**config.mk**
```make
export PLATFORM = sky130hd
export DESIGN_NAME = sp_serial_port
export DESIGN_NICKNAME = d
export VERILOG_FILES = /design/src/shared/sp_pkg.sv /design/src/verilog/sp_baud_timer.sv /design/src/verilog/sp_serial_port.sv
export SDC_FILE = /design/constraint.sdc
export NUM_CORES = 1
export LEC_CHECK = 0
export ABC_AREA = 1
export ABC_CLOCK_PERIOD_IN_PS = 1600
export BUFFER_PORTS_ARGS = -buffer_cell sky130_fd_sc_hd__buf_2
export CAP_MARGIN = 20
export CORE_UTILIZATION = 25
export CTS_CLUSTER_SIZE = 25
export DETAILED_ROUTE_END_ITERATION = 16
export GPL_ROUTABILITY_DRIVEN = 0
export PLACE_DENSITY = 0.52
export SLEW_MARGIN = 20
export SYNTH_ARGS = -nofsm -noshare
export SYNTH_HDL_FRONTEND = slang
export SYNTH_SLANG_ARGS = --single-unit
```
**constraint.sdc**
```tcl
create_clock -name clock -period 1.6 [get_ports clock]
set_input_delay 0.08 -clock clock [delete_from_list [all_inputs] [get_ports clock]]
set_output_delay 0.08 -clock clock [all_outputs]
set_load 0.05 [all_outputs]
```
**src/shared/sp_pkg.sv**
```systemverilog
// Constants shared by the serial port and its baud timer.
// Assumes a 100 MHz clock taken as the oscillator, twelve clocks to one machine cycle.
package sp_pkg;

  // Register byte offsets on the APB bus.
  localparam logic [7:0] CTRL_OFFSET   = 8'h00;
  localparam logic [7:0] BUFFER_OFFSET = 8'h04;
  localparam logic [7:0] BAUD_OFFSET   = 8'h08;

  // Field positions in the control register.
  localparam int RXDONE_BIT = 0;
  localparam int TXDONE_BIT = 1;
  localparam int NINTH_BIT  = 2;
  localparam int RXEN_BIT   = 4;
  localparam int MODE_LSB   = 6;

  // Field positions in the baud register.
  localparam int DOUBLER_BIT = 8;
  localparam int RUN_BIT     = 9;

  // Values after reset.
  localparam logic [1:0] MODE_RESET   = 2'h0;
  localparam logic [7:0] RELOAD_RESET = 8'h00;

  // Serial modes.
  localparam logic [1:0] MODE_SHIFT = 2'h0;
  localparam logic [1:0] MODE_ASYNC = 2'h1;

  // State phases of one machine cycle, counted 0 to 11 from S1P1.
  localparam logic [3:0] PHASE_S1P1 = 4'h0;
  localparam logic [3:0] PHASE_S1P2 = 4'h1;
  localparam logic [3:0] PHASE_S3P1 = 4'h4;
  localparam logic [3:0] PHASE_S5P2 = 4'h9;
  localparam logic [3:0] PHASE_S6P1 = 4'ha;
  localparam logic [3:0] PHASE_S6P2 = 4'hb;

  // Shifter load patterns and divider points.
  localparam logic [8:0] RX_LOAD_SYNC  = 9'h0fe;
  localparam logic [8:0] RX_LOAD_ASYNC = 9'h1ff;
  localparam logic [3:0] DIV_LAST      = 4'hf;
  localparam logic [3:0] DIV_MID       = 4'h7;
  localparam logic [7:0] TIMER_TOP     = 8'hff;

  // Asynchronous receive states.
  typedef enum logic [1:0] {RX_IDLE, RX_START, RX_DATA, RX_STOP} sp_arx_type;

endpackage

```
**src/verilog/sp_baud_timer.sv**
```systemverilog
// Eight-bit auto-reload baud timer that yields the sixteen-times bit rate tick.
// Assumes a one-clock strobe once per machine cycle from the serial port.
`timescale 1ns/1ns
module sp_baud_timer
(
  // Clock and reset.
  input  wire logic       clock,
  input  wire logic       rst_n,
  // Setup from the baud register.
  input  wire logic       timerRun,
  input  wire logic [7:0] reloadValue,
  input  wire logic       doubler,
  // Machine cycle strobe in, sample tick out.
  input  wire logic       cycleStrobe,
  output logic            tick16
);
  import sp_pkg::*;

  logic [7:0] count;    // Timer count, counts up once per machine cycle.
  logic       half;     // Halves the overflow rate while the doubler is clear.
  wire        overflow = timerRun & cycleStrobe & (count == TIMER_TOP);

  // The count reloads on overflow, as in the usual auto-reload setup.
  always_ff @(posedge clock or negedge rst_n)
  begin
    if (!rst_n)
    begin
      count  <= 8'h00;
      half   <= 1'b0;
      tick16 <= 1'b0;
    end
    else
    begin
      if (overflow)
        count <= reloadValue;
      else if (timerRun & cycleStrobe)
        count <= 8'(count + 8'h01);
      if (overflow)
        half <= ~half;
      // Bit rate follows overflow rate and the doubler.
      tick16 <= overflow & (doubler | half);
    end
  end

endmodule // sp_baud_timer

```
**src/verilog/sp_serial_port.sv**
```systemverilog
// Serial port with the synchronous shift mode and the asynchronous 10-bit mode, on APB.
// Assumes the clock is the oscillator; pins are synchronised here before use.
`timescale 1ns/1ns
module sp_serial_port
(
  // Clock and reset.
  input  wire logic        clock,
  input  wire logic        rst_n,
  // APB slave.
  input  wire logic [7:0]  paddr,
  input  wire logic        psel,
  input  wire logic        penable,
  input  wire logic        pwrite,
  input  wire logic [31:0] pwdata,
  output logic      [31:0] prdata,
  output logic             pready,
  output logic             pslverr,
  // Data pin, two-way in shift mode, input in async mode.
  input  wire logic        portLineDataIn,
  output logic             portLineDataOut,
  output logic             portLineDataOe,
  // Shift clock in shift mode, transmit line in async mode.
  output logic             portLineClock,
  // Serial event request.
  output logic             serialEvent
);
  import sp_pkg::*;

  // Shifts a 9-bit value right, filling with the given bit.
  function automatic logic [8:0] shiftRight(input logic [8:0] value, input logic fill);
    shiftRight = {fill, value[8:1]};
  endfunction

  // Machine cycle phase counter.
  logic [3:0] phase;
  wire        cycleEnd  = (phase == PHASE_S6P2);
  wire  [3:0] nextPhase = cycleEnd ? PHASE_S1P1 : 4'(phase + 4'h1);

  always_ff @(posedge clock or negedge rst_n)
  begin
    if (!rst_n)
      phase <= PHASE_S1P1;
    else
      phase <= nextPhase;
  end

  // Two-stage synchroniser on the data pin.
  logic dataMeta;   // First stage, read only by the second.
  logic dataSync;   // Safe copy of the pin.

  always_ff @(posedge clock or negedge rst_n)
  begin
    if (!rst_n)
    begin
      dataMeta <= 1'b1;
      dataSync <= 1'b1;
    end
    else
    begin
      dataMeta <= portLineDataIn;
      dataSync <= dataMeta;
    end
  end

  // Software visible state.
  logic [1:0] mode;           // Serial mode select.
  logic       rxEnable;       // Reception enable.
  logic       receivedNinth;  // Received ninth bit.
  logic       txDone;         // Transmit done flag.
  logic       rxDone;         // Receive done flag.
  logic [7:0] serialBuffer;   // Received byte.
  logic [7:0] reloadValue;    // Baud timer reload.
  logic       baudDoubler;    // Baud doubler.
  logic       timerRun;       // Baud timer run.

  // APB decode; one wait state so that read data comes from a flip-flop.
  wire access   = psel & penable & pready;
  wire hitCtrl  = (paddr == CTRL_OFFSET);
  wire hitBuf   = (paddr == BUFFER_OFFSET);
  wire hitBaud  = (paddr == BAUD_OFFSET);
  wire mapped   = hitCtrl | hitBuf | hitBaud;
  wire wrCtrl   = access & pwrite & hitCtrl;
  wire wrBuf    = access & pwrite & hitBuf;
  wire wrBaud   = access & pwrite & hitBaud;
  wire syncMode = (mode == MODE_SHIFT);
  wire asyncMode = (mode == MODE_ASYNC);
  wire [31:0] ctrlValue = {24'h000000, mode, 1'b0, rxEnable, 1'b0, receivedNinth, txDone, rxDone};
  wire [31:0] baudValue = {22'h000000, timerRun, baudDoubler, reloadValue};
  wire [31:0] readValue = hitCtrl ? ctrlValue : hitBuf ? {24'h000000, serialBuffer} :
                          hitBaud ? baudValue : 32'h00000000;

  // Bus answer registers; unmapped addresses answer with an error and zero data.
  always_ff @(posedge clock or negedge rst_n)
  begin
    if (!rst_n)
    begin
      pready  <= 1'b0;
      prdata  <= 32'h00000000;
      pslverr <= 1'b0;
    end
    else
    begin
      pready  <= psel & penable & ~pready;
      prdata  <= (psel & penable & ~pready & ~pwrite) ? readValue : 32'h00000000;
      pslverr <= psel & penable & ~pready & ~mapped;
    end
  end

  // Baud timer and sample tick.
  logic tick16;

  sp_baud_timer i_sp_baud_timer
  (
    .clock       (clock),
    .rst_n       (rst_n),
    .timerRun    (timerRun),
    .reloadValue (reloadValue),
    .doubler     (baudDoubler),
    .cycleStrobe (cycleEnd),
    .tick16      (tick16)
  );

  // Divide-by-16 counters; receive keeps its own so a start edge cannot disturb transmit.
  logic [3:0] txDiv;
  logic [3:0] rxDiv;
  logic       startEdge;
  wire        txRoll = tick16 & (txDiv == DIV_LAST);
  wire        rxMid  = tick16 & (rxDiv == DIV_MID);

  always_ff @(posedge clock or negedge rst_n)
  begin
    if (!rst_n)
    begin
      txDiv <= 4'h0;
      rxDiv <= 4'h0;
    end
    else
    begin
      if (tick16)
        txDiv <= 4'(txDiv + 4'h1);
      if (startEdge)
        rxDiv <= 4'h0;
      else if (tick16)
        rxDiv <= 4'(rxDiv + 4'h1);
    end
  end

  // Transmit state.
  logic [8:0] txShift;      // Marker one above the byte, zeros fill from the left.
  logic       txPending;    // Buffer written, waiting for alignment.
  logic       txArm;        // Aligned, send starts at the next start point.
  logic       txSend;       // Transmit active.
  logic       txDataPhase;  // Shifter output drives the line.
  logic       txLast;       // Last shift done, send ends at S1P1.
  wire txFinal  = (txShift[8:2] == 7'h00) & txShift[1];
  wire txArmEv  = txPending & (syncMode ? cycleEnd : txRoll);
  wire txGo     = txArm & (syncMode ? cycleEnd : (phase == PHASE_S1P1));
  wire txStep   = txSend & (syncMode ? cycleEnd : (txRoll & txDataPhase));
  wire txEndAsync = asyncMode & txStep & txFinal;
  wire txEndSync  = syncMode & txLast & (phase == PHASE_S1P1);

  // Transmit control for both modes.
  always_ff @(posedge clock or negedge rst_n)
  begin
    if (!rst_n)
    begin
      txShift     <= 9'h000;
      txPending   <= 1'b0;
      txArm       <= 1'b0;
      txSend      <= 1'b0;
      txDataPhase <= 1'b0;
      txLast      <= 1'b0;
    end
    else
    begin
      if (wrBuf)
        txShift <= {1'b1, pwdata[7:0]};
      else if (txStep)
        txShift <= shiftRight(txShift, 1'b0);
      // A rewrite during a frame reloads the shifter and the send under way goes on with the new byte; software waits for done.
      txPending <= wrBuf | (txPending & ~txArmEv);
      txArm     <= txArmEv | (txArm & ~txGo);
      if (txGo)
        txSend <= 1'b1;
      else if (txEndSync | txEndAsync)
        txSend <= 1'b0;
      if (asyncMode & txSend & txRoll & ~txDataPhase)
        txDataPhase <= 1'b1;
      else if (~txSend | txEndAsync)
        txDataPhase <= 1'b0;
      if (syncMode & txStep & txFinal)
        txLast <= 1'b1;
      else if (txEndSync)
        txLast <= 1'b0;
    end
  end

  // Receive state.
  logic [8:0] rxShift;      // Shared receive shifter.
  logic       rxArm;        // Shift mode start seen, load at next S6P2.
  logic       rxLoaded;     // Loaded, receive goes active next phase.
  logic       rxRecv;       // Shift mode receive active.
  logic       rxFin;        // Byte complete, flag at S1P1.
  logic       sampleBit;    // Data pin sampled at S5P2.
  logic       dataPrev;     // Line level at the previous tick.
  sp_arx_type rxState;      // Async receive state.
  wire rxStart0   = syncMode & rxEnable & ~rxDone & ~rxArm & ~rxLoaded & ~rxRecv & ~rxFin & cycleEnd;
  wire rxStep0    = syncMode & rxRecv & cycleEnd;
  wire rxDoneSync = syncMode & rxFin & (phase == PHASE_S1P1);
  wire rxStopHit  = asyncMode & (rxState == RX_STOP) & rxMid;
  wire rxDoneAsync = rxStopHit & ~rxDone;
  assign startEdge = asyncMode & rxEnable & (rxState == RX_IDLE) & tick16 & dataPrev & ~dataSync;

  // Shift mode receive sequence.
  always_ff @(posedge clock or negedge rst_n)
  begin
    if (!rst_n)
    begin
      rxArm     <= 1'b0;
      rxLoaded  <= 1'b0;
      rxRecv    <= 1'b0;
      rxFin     <= 1'b0;
      sampleBit <= 1'b1;
    end
    else
    begin
      rxArm    <= rxStart0 | (rxArm & ~cycleEnd);
      rxLoaded <= (rxArm & cycleEnd) | (rxLoaded & (phase != PHASE_S1P1));
      if (rxLoaded & (phase == PHASE_S1P1))
        rxRecv <= 1'b1;
      else if (rxDoneSync)
        rxRecv <= 1'b0;
      rxFin <= (rxStep0 & ~rxShift[7]) | (rxFin & ~rxDoneSync);
      if (rxRecv & (phase == PHASE_S5P2))
        sampleBit <= dataSync;
    end
  end

  // Receive shifter and async receive walk.
  always_ff @(posedge clock or negedge rst_n)
  begin
    if (!rst_n)
    begin
      rxShift  <= RX_LOAD_ASYNC;
      rxState  <= RX_IDLE;
      dataPrev <= 1'b1;
    end
    else
    begin
      if (tick16)
        dataPrev <= dataSync;
      if (rxArm & cycleEnd)
        rxShift <= RX_LOAD_SYNC;
      else if (rxStep0)
        rxShift <= {1'b0, rxShift[6:0], sampleBit};
      else if (startEdge)
        rxShift <= RX_LOAD_ASYNC;
      else if (rxMid & ((rxState == RX_START) | (rxState == RX_DATA)))
        rxShift <= shiftRight(rxShift, dataSync);
      case (rxState)
        RX_IDLE:
          if (startEdge)
            rxState <= RX_START;
        RX_START:
          // A start bit that is high again at mid-bit was noise.
          if (rxMid)
            rxState <= dataSync ? RX_IDLE : RX_DATA;
        RX_DATA:
          if (rxMid & ~rxShift[1])
            rxState <= RX_STOP;
        RX_STOP:
          if (rxMid)
            rxState <= RX_IDLE;
        default:
          rxState <= RX_IDLE;
      endcase
      if (~asyncMode)
        rxState <= RX_IDLE;
    end
  end

  // Software registers; a hardware set wins over a software clear in the same cycle.
  always_ff @(posedge clock or negedge rst_n)
  begin
    if (!rst_n)
    begin
      mode          <= MODE_RESET;
      rxEnable      <= 1'b0;
      receivedNinth <= 1'b0;
      txDone        <= 1'b0;
      rxDone        <= 1'b0;
      serialBuffer  <= 8'h00;
      reloadValue   <= RELOAD_RESET;
      baudDoubler   <= 1'b0;
      timerRun      <= 1'b0;
    end
    else
    begin
      if (wrCtrl)
      begin
        mode     <= pwdata[MODE_LSB +: 2];
        rxEnable <= pwdata[RXEN_BIT];
      end
      if (wrBaud)
      begin
        reloadValue <= pwdata[7:0];
        baudDoubler <= pwdata[DOUBLER_BIT];
        timerRun    <= pwdata[RUN_BIT];
      end
      txDone <= txEndSync | txEndAsync | (wrCtrl ? pwdata[TXDONE_BIT] : txDone);
      rxDone <= rxDoneSync | rxDoneAsync | (wrCtrl ? pwdata[RXDONE_BIT] : rxDone);
      if (rxDoneAsync)
        receivedNinth <= dataSync;
      else if (wrCtrl)
        receivedNinth <= pwdata[NINTH_BIT];
      if (rxStep0 & ~rxShift[7])
        serialBuffer <= {rxShift[6:0], sampleBit};
      else if (rxDoneAsync)
        serialBuffer <= rxShift[8:1];
    end
  end

  // Pin drivers, registered; shift clock is worked out from the coming phase.
  wire clockLowPhase = (nextPhase >= PHASE_S3P1) & (nextPhase <= PHASE_S5P2);
  wire asyncLine     = txSend ? (txDataPhase & txShift[0]) : 1'b1;

  always_ff @(posedge clock or negedge rst_n)
  begin
    if (!rst_n)
    begin
      portLineDataOut <= 1'b1;
      portLineDataOe  <= 1'b0;
      portLineClock   <= 1'b1;
      serialEvent     <= 1'b0;
    end
    else
    begin
      portLineDataOut <= txShift[0];
      portLineDataOe  <= syncMode & txSend;
      if (syncMode)
        portLineClock <= ~((txSend | rxRecv) & clockLowPhase);
      else
        portLineClock <= asyncLine;
      serialEvent <= txDone | rxDone;
    end
  end
endmodule // sp_serial_port
```
==> run summary <==
Iter 0 DRT Violations -> 233
H-tree levels -> 3
Die X -> 143 um
layout cells sized above 1 -> 20.0%
row count -> 51
GR Overflow Total -> 0
I/O pin total -> 84
pre-CTS setup slack -> 0.0145 ns
cts bufs inserted -> 9
XOR/XNOR Fraction of Synth Area -> 1.05%
DR vias -> 4108
CP Launch Type -> flop
critical-path cell with the highest stage delay -> dfrtp_2
LEAKAGE -> 3.21 nW
FFs w/ async S/R, synth -> 100%
largest net degree at the start of global routing -> 62
Slew Viols, Final -> 0
Multi-input gate area -> 0.00221 sq mm
most used flip-flop cell after synthesis -> dfrtp_1
FF+latch count, synth -> 95
total core area -> 0.0195 sq mm
register area share after synthesis -> 48.0%
total of max-cap violations -> 0
cells on worst reg2reg path -> 9
Max FO, Critical Path -> 6
die area -> 0.0205 sq mm
Synth Area in Adders -> 2.76%
crit path time final -> 1.50 ns
Power Dens Cells -> 818 mW/mm^2
Total Nets Final -> 778
Routed Antenna Nets -> 0
EDFF count, synth -> 0
hold path cells -> 3
Req. time, crit path -> 1.85 ns
critical path class -> flop to flop
Starting Density -> 25.5%
multiplexer share of the synthesized area -> 0.226%
simple-gate share of the synthesized area -> 32.6%
WL final -> 11800 um
worst path arrival time -> 1.74 ns
Storage cell area -> 0.00240 sq mm
chip height -> 143 um
fill cell count -> 2134
status -> finished clean
antenna violations before repair -> 0
ant diodes -> 0
clock root buffer -> clkbuf_16
CTS max path bufs -> 2
vias in the first global route -> 3870
Num Clock Sinks -> 95
crit path capture type -> flop
Synth Cell Area -> 0.00499 sq mm
fmax -> 668 MHz
skew final -> 0.00973 ns
Clock transition at path regs -> 0.07 ns
port buffer count -> 39
Final Hold Vio Count -> 0
Final Setup Violations -> 0
crit-path cells -> nor2_4, buf_4, inv_1, nand2_1, nand2_1, nor2_2, nand2_1, nand3_1, nand2_1
DPL Wire Length -> 8910 um
WL/cell -> 11.9 um
CP dominant cell by count -> nand2_1
DRT Pass-1 Iters -> 4
DR DRC count -> 0
Synth Area in Compound Gates -> 5.24%
main combinational cell family by area after synthesis -> simple AND/OR/NAND/NOR gates
Syn Inst Count -> 640
final worst slack -> 0.104 ns
Synth warnings -> 0
post-synthesis cell type count -> 34
final worst-path cycle share -> 93.5%
Max rail drop VDD -> 0.485 mV
Area Overhead vs Synth -> 22.6%
post-layout util -> 31.3%
Crit path largest cell delay -> 0.46 ns
overall routing resource usage -> 12.3%
Vias/cell -> 4.15
CTS tree -> done
synthesized area per cell -> 7.79 sq um
Clk Latency, worst-skew pair -> 0.36 ns
HP Class -> input pin to flop
first-pass GRT wire length -> 19500 um
Final Total Pwr -> 5.00 mW
-- where the power goes --
group          total (mW)  internal (mW)  switching [mW]
Combinational       0.318         0.0724           0.245
Clock                2.24           1.24            1.00
Sequential           2.44           2.43          0.0172
Total                5.00           3.74            1.26
-- cell families (layout without fill, tap and decap cells) --
| kind of cell | count (synthesis) | in the layout |
|---|---|---|
| simple gates | 371 | 371 |
| buf+inv | 104 | 169 |
| flops | 95 | 95 |
| compound gates | 51 | 51 |
| fa+ha+maj | 11 | 11 |
| xor+xnor | 6 | 6 |
| other cells | 1 | 22 |
| mux | 1 | 1 |
-- synth_stat cells, types with 2 or more instances --
| cell type | number | area (sq um) |
|---|---|---|
| buf_2 | 5 | 25.0 |
| dfstp_2 | 15 | 394 |
| dfrtp_1 | 80 | 2000 |
| a21oi_1 | 25 | 125 |
| a31oi_1 | 2 | 12.5 |
| nand4_1 | 7 | 43.8 |
| nor2_1 | 35 | 131 |
| xor2_1 | 3 | 26.3 |
| nand2_4 | 2 | 22.5 |
| o21ai_0 | 21 | 105 |
| xnor2_1 | 3 | 26.3 |
| nor2_2 | 3 | 18.8 |
| o21ai_1 | 2 | 10.0 |
| nand3_1 | 77 | 385 |
| buf_4 | 24 | 180 |
| nand2_2 | 4 | 25.0 |
| or2_2 | 2 | 12.5 |
| nor3_1 | 7 | 35.0 |
| inv_2 | 4 | 15.0 |
| inv_1 | 66 | 248 |
| nor2_4 | 7 | 78.8 |
| nand2_1 | 224 | 841 |
| ha_1 | 11 | 138 |
-- per-stage QoR --
stage	TNS (ns)	cell area [sq um]	cells	hold WS [ns]
final	0	6110	991	0.0172
after global placement	0	5650	963	-0.0182
after floorplan	0	5070	661	-0.216
after global routing	-0.000935	6110	991	0.0132
after CTS	0	6010	985	0.00542
after detailed placement	0	5650	963	-0.0173
-- cell type report --
class                   count  share of cell area (%)
flip-flops and latches     95                    39.2
multi-input cells         462                    36.2
repair buffers             81                    9.66
well taps                 265                    5.42
inverters                  72                    4.50
clock buffers              10                    3.75
clock inverters             6                    1.23
-- timing repair --
action                                 CTS  global route
buffers inserted                         0             6
resized for setup                        0            18
hold buffers                             6             0
setup endpoints to repair                0            35
endpoints found under the hold margin   85             0
-- critical path, delay by kind of cell (launching register included) --
kind / cells / cell delay (ns)
buffers and inverters: 2 / 0.18
flip-flops: 1 / 0.46
AND/OR/NAND/NOR: 7 / 0.75
-- layer usage --
| metal | vias to the layer above | track usage, % | wire length, um |
|---|---|---|---|
| met3 | 10 | 2.98 | 384 |
| met4 | 0 | 3.14 | 114 |
| met2 | 51 | 20.5 | 5770 |
| li1 | 2141 | - | - |
| met1 | 1906 | 15.9 | 5510 |
| met5 | - | 0 | 0 |
-- state kept, by name (all words and copies together) (netlist names), 2 cells and up, named ones only --
name,flops
txShift,9
rxShift,9
mode,2
rxState,2
rxDiv,4
prdata,10
txDiv,4
i_sp_baud_timer.count,8
serialBuffer,8
reloadValue,8
phase,4
-- placed cells by master, fill, tap and decap left out, types with 8 or more instances in the layout --
master	netlist	layout
nand2_1	224	221
dfrtp_1	80	79
nand3_1	77	75
inv_1	66	64
buf_2	5	38
buf_4	24	32
nor2_1	35	30
a21oi_1	25	25
conb_1	1	22
o21ai_0	21	20
dfstp_2	15	15
ha_1	11	10
clkbuf_16	0	9
nor2_4	7	8
-- path summary, 6_finish.rpt --
path | startpoint | end | slack [ns]
worst max-delay path | mode[0] | txDataPhase | 0.10
worst min-delay path | pwdata[3] | reloadValue[3] | 0.02
worst max register to register | mode[0] | txDataPhase | 0.10
worst min register to register | dataMeta | dataSync | 0.36
max in group asynchronous | rst_n | dataMeta | 0.79
min in group asynchronous | rst_n | prdata[9] | 0.15
Power figures use the tool's default switching activity.
